File: src/etw_pkg.sv
// Shared constants and types of the extended timer, watchdog and feature control block.
// Assumes a 32-bit AXI4-Lite register bus and a 12-phase machine cycle.
package etw_pkg;
  // ==========================================================
  // Machine cycle timing
  localparam int unsigned MC_PHASES  = 12;
  localparam int unsigned PH_S1P1    = 0;
  localparam int unsigned PH_S3P1    = 4;
  localparam int unsigned PH_S5P1    = 8;
  localparam int unsigned PH_S5P2    = 9;
  localparam int unsigned WD_RST_MC  = 5;
  // ==========================================================
  // Register byte offsets
  localparam logic [7:0] OFF_FEATURE = 8'h00;
  localparam logic [7:0] OFF_TIMER0  = 8'h04;
  localparam logic [7:0] OFF_TIMER1  = 8'h08;
  localparam logic [7:0] OFF_TCTRL   = 8'h0c;
  localparam logic [7:0] OFF_POWER   = 8'h10;
  localparam logic [7:0] OFF_STATUS  = 8'h14;
  // ==========================================================
  // feature_control fields
  localparam int unsigned FC_PD_FLOAT_ALL = 0;
  localparam int unsigned FC_PORT1_FLOAT  = 1;
  localparam int unsigned FC_PULLUP_SEL   = 4;
  localparam int unsigned FC_SERIAL_ERR   = 5;
  localparam int unsigned FC_CHAIN_EN     = 6;
  localparam int unsigned FC_WDOG_EN      = 7;
  localparam logic [7:0]  FC_RESET        = 8'h00;
  // Timer control fields
  localparam int unsigned TC_COUNT_SRC = 0;
  localparam int unsigned TC_LOW_RUN   = 1;
  localparam int unsigned TC_HIGH_RUN  = 2;
  localparam int unsigned TC_LOW_OVF   = 3;
  localparam int unsigned TC_HIGH_OVF  = 4;
  // Power control fields
  localparam int unsigned PC_IDLE      = 0;
  localparam int unsigned PC_PDOWN     = 1;
  localparam int unsigned PC_HW_PDOWN  = 2;
  localparam int unsigned PC_RECOVER   = 3;
  // Status fields
  localparam int unsigned ST_RX_DONE   = 0;
  localparam int unsigned ST_PDOWN     = 1;
  localparam int unsigned ST_WD_RESET  = 2;
  // AXI responses
  localparam logic [1:0]  RESP_OKAY    = 2'h0;
  localparam logic [1:0]  RESP_SLVERR  = 2'h2;
  // ==========================================================
  // Types
  typedef enum logic [1:0] {PWR_RUN, PWR_IDLE, PWR_DOWN} etw_pwr_type;
  typedef struct packed {
    logic s1p1;
    logic s3p1;
    logic s5p1;
    logic s5p2;
  } etw_phase_type;
  typedef struct packed {
    logic [2:0] strongPullup;
    logic [2:0] weakPullup;
    logic [2:0] floating;
  } etw_port_ctl_type;
endpackage

File: src/etw_sync.sv
// Three-stage pin synchroniser; output follows once the last two stages agree.
// Assumes the pin is asynchronous to clock.
`timescale 1ns/1ps
module etw_sync (
  // Clock and reset
  input  wire logic clock,
  input  wire logic arst_n,
  // Pin and synchronised level
  input  wire logic pinIn,
  output logic      level
);
  logic q1_r;
  logic q2_r;
  logic q3_r;

  always_ff @(posedge clock or negedge arst_n) begin
    if (!arst_n) begin
      q1_r <= 1'b0;
      q2_r <= 1'b0;
      q3_r <= 1'b0;
    end else begin
      q1_r <= pinIn;
      q2_r <= q1_r;
      q3_r <= q2_r;
    end
  end

  always_ff @(posedge clock or negedge arst_n) begin
    if (!arst_n) begin
      level <= 1'b0;
    end else if (q2_r == q3_r) begin
      level <= q3_r;
    end
  end
endmodule

File: src/etw_phase.sv
// Machine cycle phase divider producing one-cycle state strobes.
// Assumes run is low while the oscillator is meant to be stopped.
`timescale 1ns/1ps
module etw_phase #(
  parameter int unsigned PHASES = etw_pkg::MC_PHASES
) (
  // Clock and reset
  input  wire logic          clock,
  input  wire logic          arst_n,
  // Control and strobes
  input  wire logic          run,
  output etw_pkg::etw_phase_type strobe
);
  if (PHASES <= etw_pkg::PH_S5P2 || PHASES > 16) begin
    $error("PHASES out of range");
  end

  logic [3:0] phase_r;

  always_ff @(posedge clock or negedge arst_n) begin
    if (!arst_n) begin
      phase_r <= 4'h0;
    end else if (run) begin
      phase_r <= (phase_r == 4'(PHASES - 1)) ? 4'h0 : phase_r + 4'h1;
    end
  end

  always_comb begin
    strobe.s1p1 = run & (phase_r == 4'(etw_pkg::PH_S1P1));
    strobe.s3p1 = run & (phase_r == 4'(etw_pkg::PH_S3P1));
    strobe.s5p1 = run & (phase_r == 4'(etw_pkg::PH_S5P1));
    strobe.s5p2 = run & (phase_r == 4'(etw_pkg::PH_S5P2));
  end
endmodule

File: src/etw_top.sv
// Extended timer, watchdog, port impedance, power mode and serial error logic.
// Assumes an AXI4-Lite master, a same-clock serial receiver and same-clock interrupt sources.
//
// Notes on behaviour
// - Float bit and pull-up select zero: strong low-impedance pull-up; reset state.
// - Float bit zero, select one: only the weak pull-up is on.
// - Float bit one: all port transistors off; float bits sit at 1..3.
// - Float-all set floats ports in power-down; restored on wake request.
// - Chain enable joins timers; count source picks timer or event counter.
// - Timer 0 low half, timer 1 high half; chain enable starts and stops.
// - Chain off returns timers to own settings; software clears run bits to stop.
// - Chain increments at S3P1; low carry sets no flag; full overflow flags at S5P1.
// - Counter samples pin at S5P2; counts after a one then a later zero.
// - Watchdog enable: any overflow setting the high overflow flag arms reset.
// - Watchdog counts machine cycles, or external edges when chained with count source set.
// - Reset starts next machine cycle, lasts five machine cycles, keeps RAM.
// - Watchdog reset zeroes these registers; other core registers handled outside.
// - In power-down timers count pin edges; overflow interrupts or resets.
// - Recover bit: idle wake resumes without running the service routine.
// - Enter power-down on power-down bit or hardware enable with pin falling edge.
// - Leave power-down on interrupt plus pin rising edge; else only reset.
// - Serial error flag set at stop-bit midpoint; only software or a watchdog reset clears it.
// - Frame error when the stop bit is missing.
// - Overrun when a character arrives while receive-complete is still set.
// - Receive-complete is set during the stop bit.
`timescale 1ns/1ps
module etw_top #(
  parameter int unsigned ADDR_W = 8
) (
  // Clock and reset
  input  wire logic                 clock,
  input  wire logic                 arst_n,
  // AXI4-Lite write
  input  wire logic                 s_axi_awvalid,
  output logic                      s_axi_awready,
  input  wire logic [ADDR_W-1:0]    s_axi_awaddr,
  input  wire logic                 s_axi_wvalid,
  output logic                      s_axi_wready,
  input  wire logic [31:0]          s_axi_wdata,
  input  wire logic [3:0]           s_axi_wstrb,
  output logic                      s_axi_bvalid,
  input  wire logic                 s_axi_bready,
  output logic [1:0]                s_axi_bresp,
  // AXI4-Lite read
  input  wire logic                 s_axi_arvalid,
  output logic                      s_axi_arready,
  input  wire logic [ADDR_W-1:0]    s_axi_araddr,
  output logic                      s_axi_rvalid,
  input  wire logic                 s_axi_rready,
  output logic [31:0]               s_axi_rdata,
  output logic [1:0]                s_axi_rresp,
  // Timer pins
  input  wire logic                 lowTimerInputPin,
  input  wire logic                 highTimerInputPin,
  // Serial receiver events
  input  wire logic                 rxStopMid,
  input  wire logic                 rxStopLevel,
  // Interrupt request and power outputs
  input  wire logic                 wakeIrq,
  output logic                      timerIrq,
  output logic                      powerDownActive,
  output logic                      idleActive,
  output logic                      isrSkip,
  output logic                      isrService,
  // Watchdog, ports and serial status
  output logic                      watchdogReset,
  output etw_pkg::etw_port_ctl_type portCtl,
  output logic                      receiveComplete,
  output logic                      serialError
);
  if (ADDR_W < 5) begin
    $error("ADDR_W too small");
  end

  // ==========================================================
  // Address decode
  function automatic logic [3:0] decodeAddr(input logic [ADDR_W-1:0] addr);
    logic [7:0] a;
    a = 8'(addr);
    case (a)
      etw_pkg::OFF_FEATURE: decodeAddr = 4'h8;
      etw_pkg::OFF_TIMER0:  decodeAddr = 4'h9;
      etw_pkg::OFF_TIMER1:  decodeAddr = 4'ha;
      etw_pkg::OFF_TCTRL:   decodeAddr = 4'hb;
      etw_pkg::OFF_POWER:   decodeAddr = 4'hc;
      etw_pkg::OFF_STATUS:  decodeAddr = 4'hd;
      default:              decodeAddr = 4'h0;
    endcase
  endfunction

  // ==========================================================
  // Declarations
  logic          awHeld_r, wHeld_r, bvalid_r, rvalid_r;
  logic [ADDR_W-1:0] awAddr_r;
  logic [31:0]   wData_r, rdata_r;
  logic [3:0]    wStrb_r;
  logic [1:0]    bresp_r, rresp_r;
  logic          wrFire;
  logic [3:0]    wrDec, rdDec;
  logic [7:0]    fc_r;
  logic [15:0]   t0_r, t1_r;
  logic [4:0]    tc_r;
  logic [1:0]    pc_r;
  logic          ri_r;
  logic          t0Lvl, t1Lvl, t0Prev_r, t1Prev_r;
  logic          t0Fall, t1Fall, t1Rise;
  logic          seenHigh_r, cntPend_r, tf1Pend_r;
  logic          wdPend_r, wdRst_r;
  logic [2:0]    wdCnt_r;
  etw_pkg::etw_pwr_type  pwr_r;
  etw_pkg::etw_phase_type ph;
  logic          pd, wdClear, irqReq, pdFloat;
  logic          evtLow, evtHigh, tf0Set, tf1Arm, tf1Set, serrSet;
  logic [32:0]   sum32;
  logic [16:0]   sum0, sum1;
  logic          wrFc, wrT0, wrT1, wrTc, wrPc, wrSt;

  // ==========================================================
  // Pin synchronisers and phase divider
  etw_sync u_syncLow (
    .clock  (clock),
    .arst_n (arst_n),
    .pinIn  (lowTimerInputPin),
    .level  (t0Lvl)
  );
  etw_sync u_syncHigh (
    .clock  (clock),
    .arst_n (arst_n),
    .pinIn  (highTimerInputPin),
    .level  (t1Lvl)
  );
  etw_phase u_phase (
    .clock  (clock),
    .arst_n (arst_n),
    .run    (~pd | wdPend_r | wdRst_r),
    .strobe (ph)
  );

  always_ff @(posedge clock or negedge arst_n) begin
    if (!arst_n) begin
      t0Prev_r <= 1'b0;
      t1Prev_r <= 1'b0;
    end else begin
      t0Prev_r <= t0Lvl;
      t1Prev_r <= t1Lvl;
    end
  end
  assign t0Fall = t0Prev_r & ~t0Lvl;
  assign t1Fall = t1Prev_r & ~t1Lvl;
  assign t1Rise = ~t1Prev_r & t1Lvl;

  // ==========================================================
  // AXI4-Lite slave
  assign s_axi_awready = ~awHeld_r & ~bvalid_r;
  assign s_axi_wready  = ~wHeld_r & ~bvalid_r;
  assign s_axi_arready = ~rvalid_r;
  assign s_axi_bvalid  = bvalid_r;
  assign s_axi_bresp   = bresp_r;
  assign s_axi_rvalid  = rvalid_r;
  assign s_axi_rdata   = rdata_r;
  assign s_axi_rresp   = rresp_r;
  assign wrFire        = awHeld_r & wHeld_r & ~bvalid_r;
  assign wrDec         = decodeAddr(awAddr_r);
  assign rdDec         = decodeAddr(s_axi_araddr);
  assign wrFc = wrFire & (wrDec == 4'h8);
  assign wrT0 = wrFire & (wrDec == 4'h9);
  assign wrT1 = wrFire & (wrDec == 4'ha);
  assign wrTc = wrFire & (wrDec == 4'hb) & wStrb_r[0];
  assign wrPc = wrFire & (wrDec == 4'hc) & wStrb_r[0];
  assign wrSt = wrFire & (wrDec == 4'hd) & wStrb_r[0];

  always_ff @(posedge clock or negedge arst_n) begin
    if (!arst_n) begin
      awHeld_r <= 1'b0;
      wHeld_r  <= 1'b0;
      awAddr_r <= '0;
      wData_r  <= 32'h0;
      wStrb_r  <= 4'h0;
      bvalid_r <= 1'b0;
      bresp_r  <= etw_pkg::RESP_OKAY;
    end else begin
      if (s_axi_awvalid && s_axi_awready) begin
        awHeld_r <= 1'b1;
        awAddr_r <= s_axi_awaddr;
      end
      if (s_axi_wvalid && s_axi_wready) begin
        wHeld_r <= 1'b1;
        wData_r <= s_axi_wdata;
        wStrb_r <= s_axi_wstrb;
      end
      if (wrFire) begin
        awHeld_r <= 1'b0;
        wHeld_r  <= 1'b0;
        bvalid_r <= 1'b1;
        bresp_r  <= wrDec[3] ? etw_pkg::RESP_OKAY : etw_pkg::RESP_SLVERR;
      end else if (bvalid_r && s_axi_bready) begin
        bvalid_r <= 1'b0;
      end
    end
  end

  always_ff @(posedge clock or negedge arst_n) begin
    if (!arst_n) begin
      rvalid_r <= 1'b0;
      rdata_r  <= 32'h0;
      rresp_r  <= etw_pkg::RESP_OKAY;
    end else if (s_axi_arvalid && s_axi_arready) begin
      rvalid_r <= 1'b1;
      rresp_r  <= rdDec[3] ? etw_pkg::RESP_OKAY : etw_pkg::RESP_SLVERR;
      case (rdDec)
        4'h8:    rdata_r <= {24'h0, fc_r};
        4'h9:    rdata_r <= {16'h0, t0_r};
        4'ha:    rdata_r <= {16'h0, t1_r};
        4'hb:    rdata_r <= {27'h0, tc_r};
        4'hc:    rdata_r <= {28'h0, pc_r, pwr_r == etw_pkg::PWR_DOWN,
                             pwr_r == etw_pkg::PWR_IDLE};
        4'hd:    rdata_r <= {29'h0, wdRst_r, pd, ri_r};
        default: rdata_r <= 32'h0;
      endcase
    end else if (rvalid_r && s_axi_rready) begin
      rvalid_r <= 1'b0;
    end
  end

  // ==========================================================
  // Feature control register
  always_ff @(posedge clock or negedge arst_n) begin
    if (!arst_n) begin
      fc_r <= etw_pkg::FC_RESET;
    end else if (wdClear) begin
      fc_r <= etw_pkg::FC_RESET;
    end else begin
      if (wrFc && wStrb_r[0]) begin
        fc_r <= wData_r[7:0];
        fc_r[etw_pkg::FC_SERIAL_ERR] <= fc_r[etw_pkg::FC_SERIAL_ERR] &
                                        wData_r[etw_pkg::FC_SERIAL_ERR];
      end
      if (serrSet) begin
        fc_r[etw_pkg::FC_SERIAL_ERR] <= 1'b1;
      end
    end
  end

  // ==========================================================
  // Port impedance
  assign pdFloat = pd & fc_r[etw_pkg::FC_PD_FLOAT_ALL] & ~irqReq;
  always_ff @(posedge clock or negedge arst_n) begin
    if (!arst_n) begin
      portCtl <= '{strongPullup: 3'h7, weakPullup: 3'h0, floating: 3'h0};
    end else begin
      for (int i = 0; i < 3; i++) begin
        portCtl.floating[i] <= fc_r[etw_pkg::FC_PORT1_FLOAT + i] | pdFloat;
        portCtl.weakPullup[i] <= ~fc_r[etw_pkg::FC_PORT1_FLOAT + i] & ~pdFloat &
                                 fc_r[etw_pkg::FC_PULLUP_SEL];
        portCtl.strongPullup[i] <= ~fc_r[etw_pkg::FC_PORT1_FLOAT + i] & ~pdFloat &
                                   ~fc_r[etw_pkg::FC_PULLUP_SEL];
      end
    end
  end

  // ==========================================================
  // Count events
  assign pd = (pwr_r == etw_pkg::PWR_DOWN);
  assign evtLow = pd ? t0Fall
                : (tc_r[etw_pkg::TC_COUNT_SRC] ? (ph.s3p1 & cntPend_r) : ph.s3p1);
  assign evtHigh = pd ? t1Fall : ph.s3p1;
  assign sum32 = {1'b0, t1_r, t0_r} + 33'h1;
  assign sum0  = {1'b0, t0_r} + 17'h1;
  assign sum1  = {1'b0, t1_r} + 17'h1;

  always_ff @(posedge clock or negedge arst_n) begin
    if (!arst_n) begin
      seenHigh_r <= 1'b0;
      cntPend_r  <= 1'b0;
    end else if (wdClear) begin
      seenHigh_r <= 1'b0;
      cntPend_r  <= 1'b0;
    end else begin
      if (ph.s3p1) begin
        cntPend_r <= 1'b0;
      end
      if (ph.s5p2) begin
        if (t0Lvl) begin
          seenHigh_r <= 1'b1;
        end else if (seenHigh_r) begin
          seenHigh_r <= 1'b0;
          cntPend_r  <= 1'b1;
        end
      end
    end
  end

  // ==========================================================
  // Timers
  always_comb begin
    tf0Set = 1'b0;
    tf1Arm = 1'b0;
    if (fc_r[etw_pkg::FC_CHAIN_EN]) begin
      tf1Arm = evtLow & sum32[32];
    end else begin
      tf0Set = tc_r[etw_pkg::TC_LOW_RUN] & evtLow & sum0[16];
      tf1Arm = tc_r[etw_pkg::TC_HIGH_RUN] & evtHigh & sum1[16];
    end
  end
  assign tf1Set = tf1Pend_r & (ph.s5p1 | pd);

  always_ff @(posedge clock or negedge arst_n) begin
    if (!arst_n) begin
      t0_r <= 16'h0;
      t1_r <= 16'h0;
    end else if (wdClear) begin
      t0_r <= 16'h0;
      t1_r <= 16'h0;
    end else begin
      if (fc_r[etw_pkg::FC_CHAIN_EN]) begin
        if (evtLow) begin
          {t1_r, t0_r} <= sum32[31:0];
        end
      end else begin
        if (tc_r[etw_pkg::TC_LOW_RUN] && evtLow) begin
          t0_r <= sum0[15:0];
        end
        if (tc_r[etw_pkg::TC_HIGH_RUN] && evtHigh) begin
          t1_r <= sum1[15:0];
        end
      end
      if (wrT0 && wStrb_r[0]) t0_r[7:0]  <= wData_r[7:0];
      if (wrT0 && wStrb_r[1]) t0_r[15:8] <= wData_r[15:8];
      if (wrT1 && wStrb_r[0]) t1_r[7:0]  <= wData_r[7:0];
      if (wrT1 && wStrb_r[1]) t1_r[15:8] <= wData_r[15:8];
    end
  end

  always_ff @(posedge clock or negedge arst_n) begin
    if (!arst_n) begin
      tc_r      <= 5'h0;
      tf1Pend_r <= 1'b0;
    end else if (wdClear) begin
      tc_r      <= 5'h0;
      tf1Pend_r <= 1'b0;
    end else begin
      if (tf1Arm) begin
        tf1Pend_r <= 1'b1;
      end else if (tf1Set) begin
        tf1Pend_r <= 1'b0;
      end
      if (wrTc) begin
        tc_r[2:0] <= wData_r[2:0];
        tc_r[etw_pkg::TC_LOW_OVF]  <= tc_r[etw_pkg::TC_LOW_OVF] &
                                      ~wData_r[etw_pkg::TC_LOW_OVF];
        tc_r[etw_pkg::TC_HIGH_OVF] <= tc_r[etw_pkg::TC_HIGH_OVF] &
                                      ~wData_r[etw_pkg::TC_HIGH_OVF];
      end
      if (tf0Set) tc_r[etw_pkg::TC_LOW_OVF] <= 1'b1;
      if (tf1Set) tc_r[etw_pkg::TC_HIGH_OVF] <= 1'b1;
    end
  end
  assign timerIrq = tc_r[etw_pkg::TC_LOW_OVF] | tc_r[etw_pkg::TC_HIGH_OVF];

  // ==========================================================
  // Watchdog reset
  always_ff @(posedge clock or negedge arst_n) begin
    if (!arst_n) begin
      wdPend_r <= 1'b0;
      wdRst_r  <= 1'b0;
      wdCnt_r  <= 3'h0;
    end else if (wdPend_r && ph.s1p1) begin
      wdPend_r <= 1'b0;
      wdRst_r  <= 1'b1;
      wdCnt_r  <= 3'(etw_pkg::WD_RST_MC);
    end else if (wdRst_r) begin
      if (ph.s1p1) begin
        if (wdCnt_r == 3'h1) wdRst_r <= 1'b0;
        wdCnt_r <= wdCnt_r - 3'h1;
      end
    end else if (fc_r[etw_pkg::FC_WDOG_EN] && tf1Set) begin
      wdPend_r <= 1'b1;
    end
  end
  assign wdClear       = wdRst_r;
  assign watchdogReset = wdRst_r;

  // ==========================================================
  // Power modes
  assign irqReq = wakeIrq | timerIrq;

  always_ff @(posedge clock or negedge arst_n) begin
    if (!arst_n) begin
      pwr_r      <= etw_pkg::PWR_RUN;
      pc_r       <= 2'h0;
      isrSkip    <= 1'b0;
      isrService <= 1'b0;
    end else if (wdClear) begin
      pwr_r      <= etw_pkg::PWR_RUN;
      pc_r       <= 2'h0;
      isrSkip    <= 1'b0;
      isrService <= 1'b0;
    end else begin
      isrSkip    <= 1'b0;
      isrService <= 1'b0;
      if (wrPc) begin
        pc_r <= wData_r[etw_pkg::PC_RECOVER:etw_pkg::PC_HW_PDOWN];
      end
      case (pwr_r)
        etw_pkg::PWR_RUN: begin
          if ((wrPc && wData_r[etw_pkg::PC_PDOWN]) || (pc_r[0] && t1Fall)) begin
            pwr_r <= etw_pkg::PWR_DOWN;
          end else if (wrPc && wData_r[etw_pkg::PC_IDLE]) begin
            pwr_r <= etw_pkg::PWR_IDLE;
          end
        end
        etw_pkg::PWR_IDLE: begin
          if (irqReq) begin
            pwr_r      <= etw_pkg::PWR_RUN;
            isrSkip    <= pc_r[1];
            isrService <= ~pc_r[1];
          end
        end
        etw_pkg::PWR_DOWN: begin
          if (irqReq && t1Rise) begin
            pwr_r <= etw_pkg::PWR_RUN;
          end
        end
        default: pwr_r <= etw_pkg::PWR_RUN;
      endcase
    end
  end
  assign powerDownActive = pd;
  assign idleActive      = (pwr_r == etw_pkg::PWR_IDLE);

  // ==========================================================
  // Serial error detection
  assign serrSet = rxStopMid & (~rxStopLevel | ri_r);

  always_ff @(posedge clock or negedge arst_n) begin
    if (!arst_n) begin
      ri_r <= 1'b0;
    end else if (wdClear) begin
      ri_r <= 1'b0;
    end else if (rxStopMid) begin
      ri_r <= 1'b1;
    end else if (wrSt && wData_r[etw_pkg::ST_RX_DONE]) begin
      ri_r <= 1'b0;
    end
  end
  assign receiveComplete = ri_r;
  assign serialError     = fc_r[etw_pkg::FC_SERIAL_ERR];
endmodule

File: config.mk
export PLATFORM = sky130hd
export DESIGN_NAME = etw_top
export DESIGN_NICKNAME = d
export VERILOG_FILES = /design/src/etw_pkg.sv /design/src/etw_sync.sv /design/src/etw_phase.sv /design/src/etw_top.sv
export SDC_FILE = /design/constraint.sdc
export NUM_CORES = 1
export LEC_CHECK = 0
export ABC_AREA = 1
export ABC_CLOCK_PERIOD_IN_PS = 3910
export BUFFER_PORTS_ARGS = -buffer_cell sky130_fd_sc_hd__buf_2
export CORE_ASPECT_RATIO = 0.75
export CORE_MARGIN = 3
export CORE_UTILIZATION = 30
export CTS_BUF_LIST = sky130_fd_sc_hd__clkbuf_8
export DETAILED_ROUTE_END_ITERATION = 8
export PLACE_DENSITY = 0.59
export RECOVER_POWER = 25
export SLEW_MARGIN = 5
export SYNTH_ARGS = -nofsm -noshare
export SYNTH_HDL_FRONTEND = slang
export SYNTH_SLANG_ARGS = --single-unit
File: constraint.sdc
create_clock -name clock -period 3.91 [get_ports clock]
set_clock_uncertainty 0.05 [all_clocks]
set_input_delay 0.391 -clock clock [delete_from_list [all_inputs] [get_ports clock]]
set_output_delay 0.391 -clock clock [all_outputs]
set_load 0.005 [all_outputs]
# Word level (Yosys, flattened, before mapping)
# Index checks and enable logic that the tools add are counted.
# totals
wordCells,284
output_inout_bits,58
regBits,149
input_bits,64
# classes
muxes,76
eq_ne,39
add_sub_neg,5
n_bitwise,69
n_reduce_logical,51
# op_table
op,count
2-to-1 mux 16 bit,8
case mux 16 bit (6 select lines),1
"== test 4 bit, second input constant",15
2-to-1 mux 8 bit,6
case mux 4 bit (6 select lines),2
2-to-1 mux 1 bit,43
AND 1 bit,42
"adder 16 x 1 -> 17 bit, second input constant",2
"adder 32 x 1 -> 33 bit, second input constant",1
"== test 8 x 4 -> 1 bit, second input constant",4
"== test 8 x 5 -> 1 bit, second input constant",4
nonzero test 2 bit,11
logical AND 1 bit,19
2-to-1 mux 2 bit,9
inverter 1 bit,18
"== test 8 x 3 -> 1 bit, second input constant",2
zero test 8 bit,2
"!= test 4 x 1 -> 1 bit, second input constant",4
nonzero test 4 bit,4
nonzero test 3 bit,5
AND reduction 2 bit,6
2-to-1 mux 5 bit,2
2-to-1 mux 3 bit,3
OR 1 bit,9
other kinds (17),18

# Longest topological paths before layout
# Gate-level depths: netlist (run 1).
# depth
ltp_word,13
ltp_mapped,16
mapped_depth_nobuf,16

# Modules after synthesis
# Synthesis (run 1) repeated with hierarchy kept, for this count alone.
# hier_totals
hier_cells,996
area_unflattened_um2,7609.8
# modules_own_cells
module,seq_area_each_um2,instances,cells_each,area_per_inst_um2
etw_top,2981.6,1,945,7104.3
etw_phase,100.1,1,35,272.8
etw_sync,100.1,2,8,116.4

# Worst setup path before layout (run 1)
# Ideal clock, no wire load.
# synth_timing
kind,input to register
from,input s_axi_araddr[1]
to,register rdata_r[5] (netlist: s_axi_rdata[5])
setup_time_ns,0.066
required_time_ns,3.794
stages,14
n_path_buf,0
path_slack_ns,1.824
arrival_ns,1.970
cell_sequence,nor2_4 nand2_4 inv_1 nand2_1 nor2_1 inv_1 ha_1 o21ai_4 nand2_1 a21oi_2 nand2_1 nand3_1 nand2_1 nand2_1
# synth_between
elab_chain_len,4
word_cells_on_any_way,14
classes_between,eq/ne: 11; mux: 2; reduce/logical: 1
# synth_rtl
element,line,text
"start, declared",etw_top.sv:47,"input wire logic [ADDR_W-1:0] s_axi_araddr,"
== test 8 x 5 -> 1 bit (tied with other cells),etw_top.sv:80,case (a)
case mux 4 bit (6 select lines) (*),etw_top.sv:80,
== test 4 bit,etw_top.sv:210,case (rdDec)
case mux 16 bit (6 select lines) (*),etw_top.sv:210,
"end signal, assigned",etw_top.sv:211,"4'h8: rdata_r <= {24'h0, fc_r};"
"end signal, assigned",etw_top.sv:212,"4'h9: rdata_r <= {16'h0, t0_r};"
"end signal, assigned",etw_top.sv:213,"4'ha: rdata_r <= {16'h0, t1_r};"
"end, declared",etw_top.sv:95,"logic [31:0] wData_r, rdata_r;"
# Every way passes the cells marked *; elsewhere a longest branch is shown, timed or not.
# A chain may end at the register's enable or synchronous reset.

# Worst setup path after layout (run 1)
# layout_timing
from,register bvalid_r (netlist: s_axi_bvalid)
to,register t1_r[12]
# layout_between
elab_chain_len,6
word_cells_on_any_way,9
classes_between,eq/ne: 1; mux: 2; bitwise: 3; reduce/logical: 3
# layout_rtl
element,line,text
"start, declared",etw_top.sv:93,"logic awHeld_r, wHeld_r, bvalid_r, rvalid_r;"
"start signal, assigned",etw_top.sv:179,bvalid_r <= 1'b0;
"start signal, assigned",etw_top.sv:194,bvalid_r <= 1'b1;
"start signal, assigned",etw_top.sv:197,bvalid_r <= 1'b0;
inverter 1 bit (*),etw_top.sv:162,assign wrFire = awHeld_r & wHeld_r & ~bvalid_r;
AND 1 bit (*),etw_top.sv:162,
AND 1 bit (*),etw_top.sv:167,assign wrT1 = wrFire & (wrDec == 4'ha);
logical AND 1 bit (*),etw_top.sv:330,if (wrT1 && wStrb_r[1]) t1_r[15:8] <= wData_r[15:8];
!= test 4 x 1 -> 1 bit (no source line) (tied with other cells),--,
AND reduction 2 bit (no source line) or 2-to-1 mux 16 bit (tied branches),--,
"end signal, assigned",etw_top.sv:317,"{t1_r, t0_r} <= sum32[31:0];"
"end signal, assigned",etw_top.sv:324,t1_r <= sum1[15:0];
"end signal, assigned",etw_top.sv:330,
"end, declared",etw_top.sv:101,"logic [15:0] t0_r, t1_r;"
# Marked as above.

==> results of run 1 <==
## state kept, by name (all words and copies together) (netlist names), 2 cells and up
register	flops
awAddr_r	8
wData_r	16
u_phase.phase_r	4
wStrb_r	2
t0_r	16
tc_r	5
s_axi_rdata	16
fc_r	8
t1_r	16
pwr_r	2
portCtl	9
pc_r	2
wdCnt_r	3
## cell usage after synthesis (all sizes together)
cell      n
nand3   109
mux2     13
a31oi     4
o22ai     1
clkinv    2
nor2    132
a32o      1
ha        8
conb      1
dfstp     3
maj3      2
a21oi    41
dfrtp   128
o31ai     3
nor4b     1
nand4    14
a21boi    2
nor3     15
nor4      1
nand2   307
or2       6
o21a      1
xnor2     1
o21ai    67
clkbuf    6
buf      29
nand3b    6
nor2b     1
xor2      7
inv     121
## kinds of logic after synthesis
group | share of synthesized area
other cells | 0.000500
fa+ha+maj | 0.0160
simple gates | 0.337
mux | 0.0195
flops | 0.437
compound gates | 0.0880
xor+xnor | 0.00933
buf+inv | 0.0922
## stage by stage
stage               power [mW]  std cells  hold slack (ps)
global route              4.15       1470             10.8
global placement          2.52       1435              283
floorplan                 2.25       1050             45.4
finish                    3.90       1470             53.5
CTS                       3.94       1470             16.7
detailed placement        2.55       1435              285
## cell type report
cell class | instances | share of cell area
Sequential cell | 131 | 0.377
Clock buffer | 18 | 0.0284
Multi-Input combinational cell | 761 | 0.413
Tap cell | 331 | 0.0475
Clock inverter | 14 | 0.0258
Timing Repair Buffer | 92 | 0.0556
Inverter | 123 | 0.0533
## worst min path at each step
stage / startpoint / to / cells after the start
CTS: s_axi_bready / s_axi_bvalid / 2
finish: s_axi_bready / s_axi_bvalid / 2
detailed placement: u_syncHigh.q1_r / u_syncHigh.q2_r / 0
global route: s_axi_bready / s_axi_bvalid / 2
global placement: u_syncLow.q1_r / u_syncLow.q2_r / 0
floorplan: arst_n / awAddr_r[0] / 0
## power breakdown
| part | internal, mW | total, mW | leakage, nW | switching [mW] |
|---|---|---|---|---|
| combinational | 0.269 | 0.725 | 2.47 | 0.456 |
| sequential | 1.57 | 1.80 | 1.69 | 0.226 |
| clock | 0.784 | 1.38 | 0.226 | 0.595 |
| total | 2.63 | 3.90 | 4.39 | 1.28 |
## what timing repair did
| action | CTS | global route |
|---|---|---|
| hold endpoints to repair | 77 | 0 |
| hold buffers | 3 | 0 |
| endpoints found under the setup margin | 0 | 0 |
## layer usage
layer	vias up	share of wire	routed length [µm]	track usage
met5	-	0	0	0
met4	0	0.012	269	0.0470
met3	22	0.089	1980	0.0476
met2	291	0.36	8060	0.209
met1	3246	0.53	11800	0.275
li1	3476	-	-	-
==> impl_metrics.csv, run 1 <==
group,metric,value,unit
global_route,grt_use_total,0.169,
clocking,numCtsBuffers,17,
floorplanning,dieArea,0.0270,mm²
drt,ant_nets,0,
worst_setup_path,path_cells,"inv_1, nand3_1, inv_1, nand3_1, nand3_1, nand3_1, inv_1, nand3_1, nand2_1",
worst_setup_path,slowest_delay,490,ps
clocking,cts_tree,"built",
global_route,grt.overflow.total,0,
yosys,synth.avg_cell_area,7.27,µm²
drt,first_iter_violations,660,
worst_setup_path,rrSetupSlack,1370,ps
timing,fmax,394,MHz
finish,nets,1198,
timing,setup_viol,0,
yosys,syn_area,0.00751,mm²
finish,synthToLayoutAreaGrowth,16.1,%
timing,rsz0062_at_grt,"false",
global_route,grt_pass1_wl,35.3,mm
min_path,hold_path_class,"input pin to register",
worst_setup_path,r2r-start,"s_axi_bvalid",
drt,dr.pass1.iters,5,
worst_setup_path,cp_slowest_cell,"nand3_1",
finish,n_fill_cell,2626,
placed_design,port_buffers,85,
timing,postLayoutSetupSlackWorst,1370,ps
yosys,ys_warn_count,0,
run_status,outcome,"complete, but fails checks",
clocking,max-clock-path-buffers,2,
yosys,seq_area_frac_synth,0.437,
floorplanning,die-width,189,µm
worst_setup_path,cp-end-kind,"register",
pwr,p_leak,4.39,nW
placed_design,dp_hpwl,17.0,mm
floorplanning,ios,122,
worst_setup_path,cp.depth,9,
worst_setup_path,crit_arrival,2880,ps
worst_setup_path,cp-start-kind,"register",
finish,seqCellArea,0.00328,mm²
floorplanning,rows,49,
drt,drc,0,
yosys,yosys-top-cells-area,"dfrtp_1 43%, nand2_1 15%, nand3_1 7.3%",
yosys,synthCells,1033,
drt,post_drt_via_cell_ratio,4.79,
worst_setup_path,timing.rr.end,"t1_r[12]",
placed_design,routabilityCongestion,0.933,
placed_design,placed_area,0.00822,mm²
clocking,cts_resized,0,
finish,post-route-util,0.359,
worst_setup_path,cpMostUsedCell,"nand3_1",
drt,vias,7035,
finish,stdcell_area,0.00871,mm²
yosys,yosysTopAreaCellShare,0.427,
clocking,clk_root_buffer_cell,"clkbuf_8",
drt,wire_per_inst,15.0,µm
finish,drive_above_1_share,0.150,
worst_setup_path,rr_worst_depth,9,
floorplanning,start_util,0.309,
global_route,grt_pass1_vias,6398,
timing,slew_headroom,-0.316,
worst_setup_path,cp-endpoint,"t1_r[12]",
finish,antenna-diode-count,0,
timing,period_needed,2540,ps
pwr,irDropWorstVdd,0.000327,V
finish,multi_input_area,0.00360,mm²
clocking,clkLatencyLatePin,460,ps
worst_setup_path,critPathLaunch,"s_axi_bvalid",
timing,worst_slew_pin_slew,1970,ps
yosys,synth_area_leader_cell,"dfrtp_1",
worst_setup_path,critPathMaxFanout,7,
timing,finalMaxSlewViolations,78,
global_route,grt_max_degree,78,
pwr,power.density,448,mW/mm²
clocking,h-tree-depth,4,
run_status,violations,"capacitance limit, slew limit",
floorplanning,core,0.0243,mm²
yosys,synth_cell_type_count,45,
worst_setup_path,required,4260,ps
worst_setup_path,critPathBufInv,3,
placed_design,pre_cts_slack,1260,ps
timing,fin_crit_sh,0.649,
drt,finalWirelength,22.1,mm
timing,finalHoldViolCount,0,
clocking,clk_pin_slew,80,ps
worst_setup_path,worstSetupPathType,"register to register",
clocking,cts_setup_buffers,0,
yosys,ys_seq_elements,131,
timing,setup-tns-final,0,ps
clocking,cts_sinks,131,
finish,final_common_cell,"nand2_1",
run,maxCapViolations,1,
worst_setup_path,crit_family,"simple AND/OR/NAND/NOR gates",
finish,layout_common_cells,"299 x nand2_1, 128 x dfrtp_1, 124 x nor2_1, 114 x inv_1, 109 x nand3_1",
floorplanning,die_y,143,µm
global_route,antenna_found_initial,0,
Note: power is estimated with default switching activity, not from simulation.
==> inputs of run 2 (changes only) <==
Settings changed: ABC_CLOCK_PERIOD_IN_PS 3910 to 2600.
Clock period 3.91 ns to 2.6 ns, I/O delays scaled along.
==> impl_metrics.csv, run 2 (synthesis gave the netlist of run 1 again) <==
group,metric,value,unit
run_status,outcome,"complete, but fails checks",
run_status,violations,"capacitance limit, slew limit",
worst_setup_path,required,2910,ps
timing,fmax,465,MHz
floorplanning,start_util,0.309,
clocking,clk_root_buffer_cell,"clkbuf_8",
placed_design,dp.cells,1443,
worst_setup_path,crit_arrival,2460,ps
drt,vias,7153,
pwr,power.density,656,mW/mm²
worst_setup_path,cp-endpoint,"t1_r[6]",
clocking,numCtsBuffers,17,
worst_setup_path,critPathLaunch,"t0_r[1]",
clocking,h-tree-depth,4,
finish,drive_above_1_share,0.153,
timing,rsz0062_at_grt,"false",
placed_design,placed_area,0.00829,mm²
global_route,antenna_found_initial,0,
timing,fin_crit_sh,0.828,
pwr,p_total,5.94,mW
drt,post_drt_via_cell_ratio,4.76,
floorplanning,die-width,189,µm
clocking,max-clock-path-buffers,2,
finish,n_fill_cell,2610,
worst_setup_path,rrSetupSlack,450,ps
global_route,grt.overflow.total,0,
finish,layout_common_cells,"299 x nand2_1, 128 x dfrtp_1, 124 x nor2_1, 114 x inv_1, 109 x nand3_1",
placed_design,pre_cts_slack,253,ps
placed_design,routabilityCongestion,0.962,
clocking,cts_sinks,131,
timing,whs,35.1,ps
finish,antenna-diode-count,0,
clocking,cts_resized,0,
finish,final_cell_count_no_fill,1504,
finish,stdcell_area,0.00905,mm²
global_route,grt_max_degree,64,
clocking,clk_pin_slew,80,ps
floorplanning,dieArea,0.0270,mm²
timing,slew_headroom,-0.0561,
worst_setup_path,worstSetupPathType,"register to register",
min_path,hold_path_class,"input pin to register",
global_route,grt_use_total,0.171,
global_route,grt_pass1_vias,6598,
timing,finalHoldViolCount,0,
timing,setup-tns-final,0,ps
timing,finalMaxSlewViolations,63,
pwr,irDropWorstVdd,0.000428,V
drt,wire_per_inst,14.8,µm
timing,worst_slew_pin_slew,1580,ps
drt,finalWirelength,22.3,mm
finish,seqCellArea,0.00328,mm²
worst_setup_path,r2r-start,"t0_r[1]",
pwr,p_leak,4.55,nW
worst_setup_path,rr_worst_depth,10,
finish,synthToLayoutAreaGrowth,20.5,%
placed_design,port_buffers,85,
timing,period_needed,2150,ps
drt,drc,0,
floorplanning,rows,49,
run,maxCapViolations,1,
clocking,cts_tree,"built",
drt,first_iter_violations,778,
finish,final_common_cell,"nand2_1",
finish,post-route-util,0.373,
placed_design,dp_hpwl,17.2,mm
worst_setup_path,critPathMaxFanout,16,
worst_setup_path,timing.rr.end,"t1_r[6]",
global_route,grt_pass1_wl,35.9,mm
drt,dr.pass1.iters,5,
finish,nets,1232,
timing,postLayoutSetupSlackWorst,447,ps
floorplanning,die_y,143,µm
clocking,clkLatencyLatePin,470,ps
floorplanning,ios,122,
timing,setup_viol,0,
worst_setup_path,cp-end-kind,"register",
floorplanning,core,0.0243,mm²
finish,multi_input_area,0.00360,mm²
drt,ant_nets,0,
worst_setup_path,cp-start-kind,"register",
==> run 2: how the worst min path moves through the flow <==
| stage | cells after the start | slack [ps] | to | start |
|---|---|---|---|---|
| 6_report | 3 | 40 | wData_r[3] | s_axi_wdata[3] |
| 4_1_cts | 3 | 2 | wData_r[3] | s_axi_wdata[3] |
| 3_3_place_gp | 1 | 240 | u_syncHigh.q1_r | arst_n |
| 2_1_floorplan | 0 | -90 | awAddr_r[0] | arst_n |
| 5_1_grt | 3 | 30 | wData_r[4] | s_axi_wdata[4] |
| 3_5_place_dp | 1 | 240 | u_syncHigh.q1_r | arst_n |
==> run 2: what timing repair did <==
| action | in CTS | in global routing |
|---|---|---|
| hold buffers | 29 | 0 |
| setup buffers | 0 | 0 |
| endpoints found under the hold margin | 85 | 0 |
==> run 2: critical path, stage by stage, from the launching register on <==
cell     delay (ps)
dfrtp_1         490
ha_1            220
nand2_1          80
nor2_1          190
nand2_2         150
o21ai_4         440
nand3_1         130
nand3_1         110
nand2_1          60
nand2_1          60
nand2_1          50
==> run 2: layout make-up <==
| class | count | area share |
|---|---|---|
| clock buffers | 18 | 0.0274 |
| clock inverters | 14 | 0.0248 |
| inverters | 123 | 0.0513 |
| multi-input cells | 761 | 0.398 |
| flip-flops and latches | 131 | 0.363 |
| well taps | 331 | 0.0458 |
| repair buffers | 126 | 0.0904 |
==> run 2: power by group <==
| part | internal, mW | switching [mW] |
|---|---|---|
| clock network | 1.18 | 0.909 |
| logic | 0.441 | 0.700 |
| registers | 2.37 | 0.345 |
==> run 2: routing by layer <==
| metal | global-route usage | vias to the layer above | wire, µm |
|---|---|---|---|
| met1 | 0.277 | 3326 | 11800 |
| met5 | 0 | - | 0 |
| met3 | 0.0398 | 27 | 1940 |
| met4 | 0.0439 | 0 | 279 |
| met2 | 0.221 | 272 | 8250 |
| li1 | - | 3528 | - |
==> inputs of run 3 (changes only) <==
Settings changed: ABC_CLOCK_PERIOD_IN_PS 2600 to 2250.
Clock period 2.6 ns to 2.25 ns, I/O delays scaled along.
==> impl_metrics.csv, run 3 (synthesis gave the netlist of run 1 again) <==
group,metric,value,unit
pwr,p_total,6.52,mW
global_route,antenna_found_initial,0,
floorplanning,die_y,143,µm
drt,dr.pass1.iters,6,
finish,n_fill_cell,2575,
floorplanning,ios,122,
timing,rsz0062_at_grt,"false",
global_route,grt_max_degree,60,
global_route,met3_usage,0.0653,
timing,setup_viol,0,
worst_setup_path,cp-end-kind,"register",
timing,whs,134,ps
worst_setup_path,cp-start-kind,"register",
worst_setup_path,crit_arrival,2340,ps
floorplanning,core,0.0243,mm²
drt,first_iter_violations,718,
drt,post_drt_via_cell_ratio,4.70,
run_status,violations,"capacitance limit, slew limit",
global_route,grt_use_total,0.172,
worst_setup_path,slowest_delay,480,ps
clocking,numCtsBuffers,17,
min_path,hold_path_class,"input pin to register",
worst_setup_path,path_cells,"ha_1, nand2_1, nor2_1, nand2_2, nor2_1, nand3_1, xor2_1, nand2_1, nand2_1, nand3_1, nand2_1",
global_route,use_met2,0.225,
clocking,max-clock-path-buffers,2,
floorplanning,dieArea,0.0270,mm²
pwr,power.density,713,mW/mm²
timing,worst_slew_pin_slew,1520,ps
timing,fin_crit_sh,0.911,
clocking,cts_sinks,131,
timing,period_needed,2050,ps
global_route,grt-busiest-layer,"met1",
worst_setup_path,required,2540,ps
placed_design,pre_cts_slack,43.8,ps
clocking,clk_root_buffer_cell,"clkbuf_8",
global_route,grt_pass1_wl,36.2,mm
clocking,clk_pin_slew,80,ps
floorplanning,rows,49,
clocking,cts_tree,"built",
clocking,clkLatencyLatePin,450,ps
drt,drc,0,
floorplanning,start_util,0.309,
placed_design,dp.cells,1459,
finish,drive_above_1_share,0.164,
run,maxCapViolations,1,
finish,nets,1251,
floorplanning,die-width,189,µm
global_route,met1_usage,0.263,
timing,finalMaxSlewViolations,59,
timing,setup-tns-final,0,ps
finish,final_common_cell,"nand2_1",
drt,wire_per_inst,14.9,µm
worst_setup_path,critPathMaxFanout,5,
global_route,grt.overflow.total,0,
timing,finalHoldViolCount,0,
drt,ant_nets,0,
global_route,grt_pass1_vias,6648,
timing,postLayoutSetupSlackWorst,200,ps
placed_design,dp_hpwl,17.6,mm
clocking,cts_setup_buffers,0,
worst_setup_path,cp_slowest_cell,"dfrtp_1",
placed_design,routabilityCongestion,0.933,
pwr,p_leak,4.62,nW
drt,vias,7147,
timing,fmax,488,MHz
pwr,irDropWorstVdd,0.000442,V
worst_setup_path,worstSetupPathType,"register to register",
timing,slew_headroom,-0.0155,
clocking,h-tree-depth,4,
run_status,outcome,"complete, but fails checks",
placed_design,port_buffers,85,
finish,layout_common_cells,"299 x nand2_1, 128 x dfrtp_1, 124 x nor2_1, 117 x inv_1, 107 x nand3_1",
finish,antenna-diode-count,0,
worst_setup_path,cpMostUsedCell,"nand2_1",
finish,synthToLayoutAreaGrowth,21.8,%
finish,final_cell_count_no_fill,1522,
drt,finalWirelength,22.6,mm
[run 3: cell types whose count changed in the layout (fill, tap and decap cells not counted), sizes merged]
cell         previous run  this run
dlygate4sd3            29        32
bufinv                  5         3
inv                   124       125
buf                    96       112
clkinvlp                1         3
clkinv                  7         5
[run 3: path summary, 6_finish.rpt]
kind / cells after the start / slack [ps] / from / to
setup reg to reg: 11 / 200 / t0_r[1] / t0_r[14]
hold reg to reg: 0 / 300 / u_syncHigh.q1_r / u_syncHigh.q2_r
max in group asynchronous: 3 / 470 / arst_n / t1_r[14]
hold / removal: 4 / 130 / rxStopLevel / fc_r[5]
min in group asynchronous: 2 / 620 / arst_n / awAddr_r[6]
setup / recovery: 11 / 200 / t0_r[1] / t0_r[14]
[run 3: metal layers]
| metal | part of all wire | vias to the layer above |
|---|---|---|
| li1 | - | 3568 |
| met1 | 0.52 | 3317 |
| met2 | 0.37 | 245 |
| met3 | 0.10 | 17 |
| met4 | 0.0094 | 0 |
| met5 | 0 | - |
[run 3: repair_timing]
| item | CTS | global route |
|---|---|---|
| endpoints found under the setup margin | 0 | 22 |
| hold buffers | 32 | 0 |
| gates resized for setup | 0 | 4 |
| endpoints found under the hold margin | 83 | 0 |
[run 3: power by group]
| group | switching [mW] | leakage (nW) | internal [mW] |
|---|---|---|---|
| clock network | 0.918 | 0.206 | 1.10 |
| logic | 0.846 | 2.72 | 0.558 |
| registers | 0.365 | 1.69 | 2.74 |
| total | 2.13 | 4.62 | 4.39 |
[run 3: stage by stage]
stage          utilization  instance area [µm²]
6_report             0.377                 9150
5_1_grt              0.377                 9150
4_1_cts              0.376                 9140
3_5_place_dp         0.347                 8420
3_3_place_gp         0.347                 8420
2_1_floorplan            -                 7570
[run 3: cell type report]
cell class | count | area [µm²] | area share
Multi-Input combinational cell | 761 | 3610 | 0.395
Sequential cell | 131 | 3280 | 0.359
Timing Repair Buffer | 145 | 981 | 0.107
Inverter | 123 | 464 | 0.0507
Tap cell | 331 | 414 | 0.0453
Clock buffer | 18 | 248 | 0.0271
Clock inverter | 13 | 146 | 0.0160
[run 3: critical path, delay by kind of cell, from the launching register on]
family	cells	cell delay (ps)
flops	1	480
xor+xnor	1	160
simple gates	9	1060
fa+ha+maj	1	210
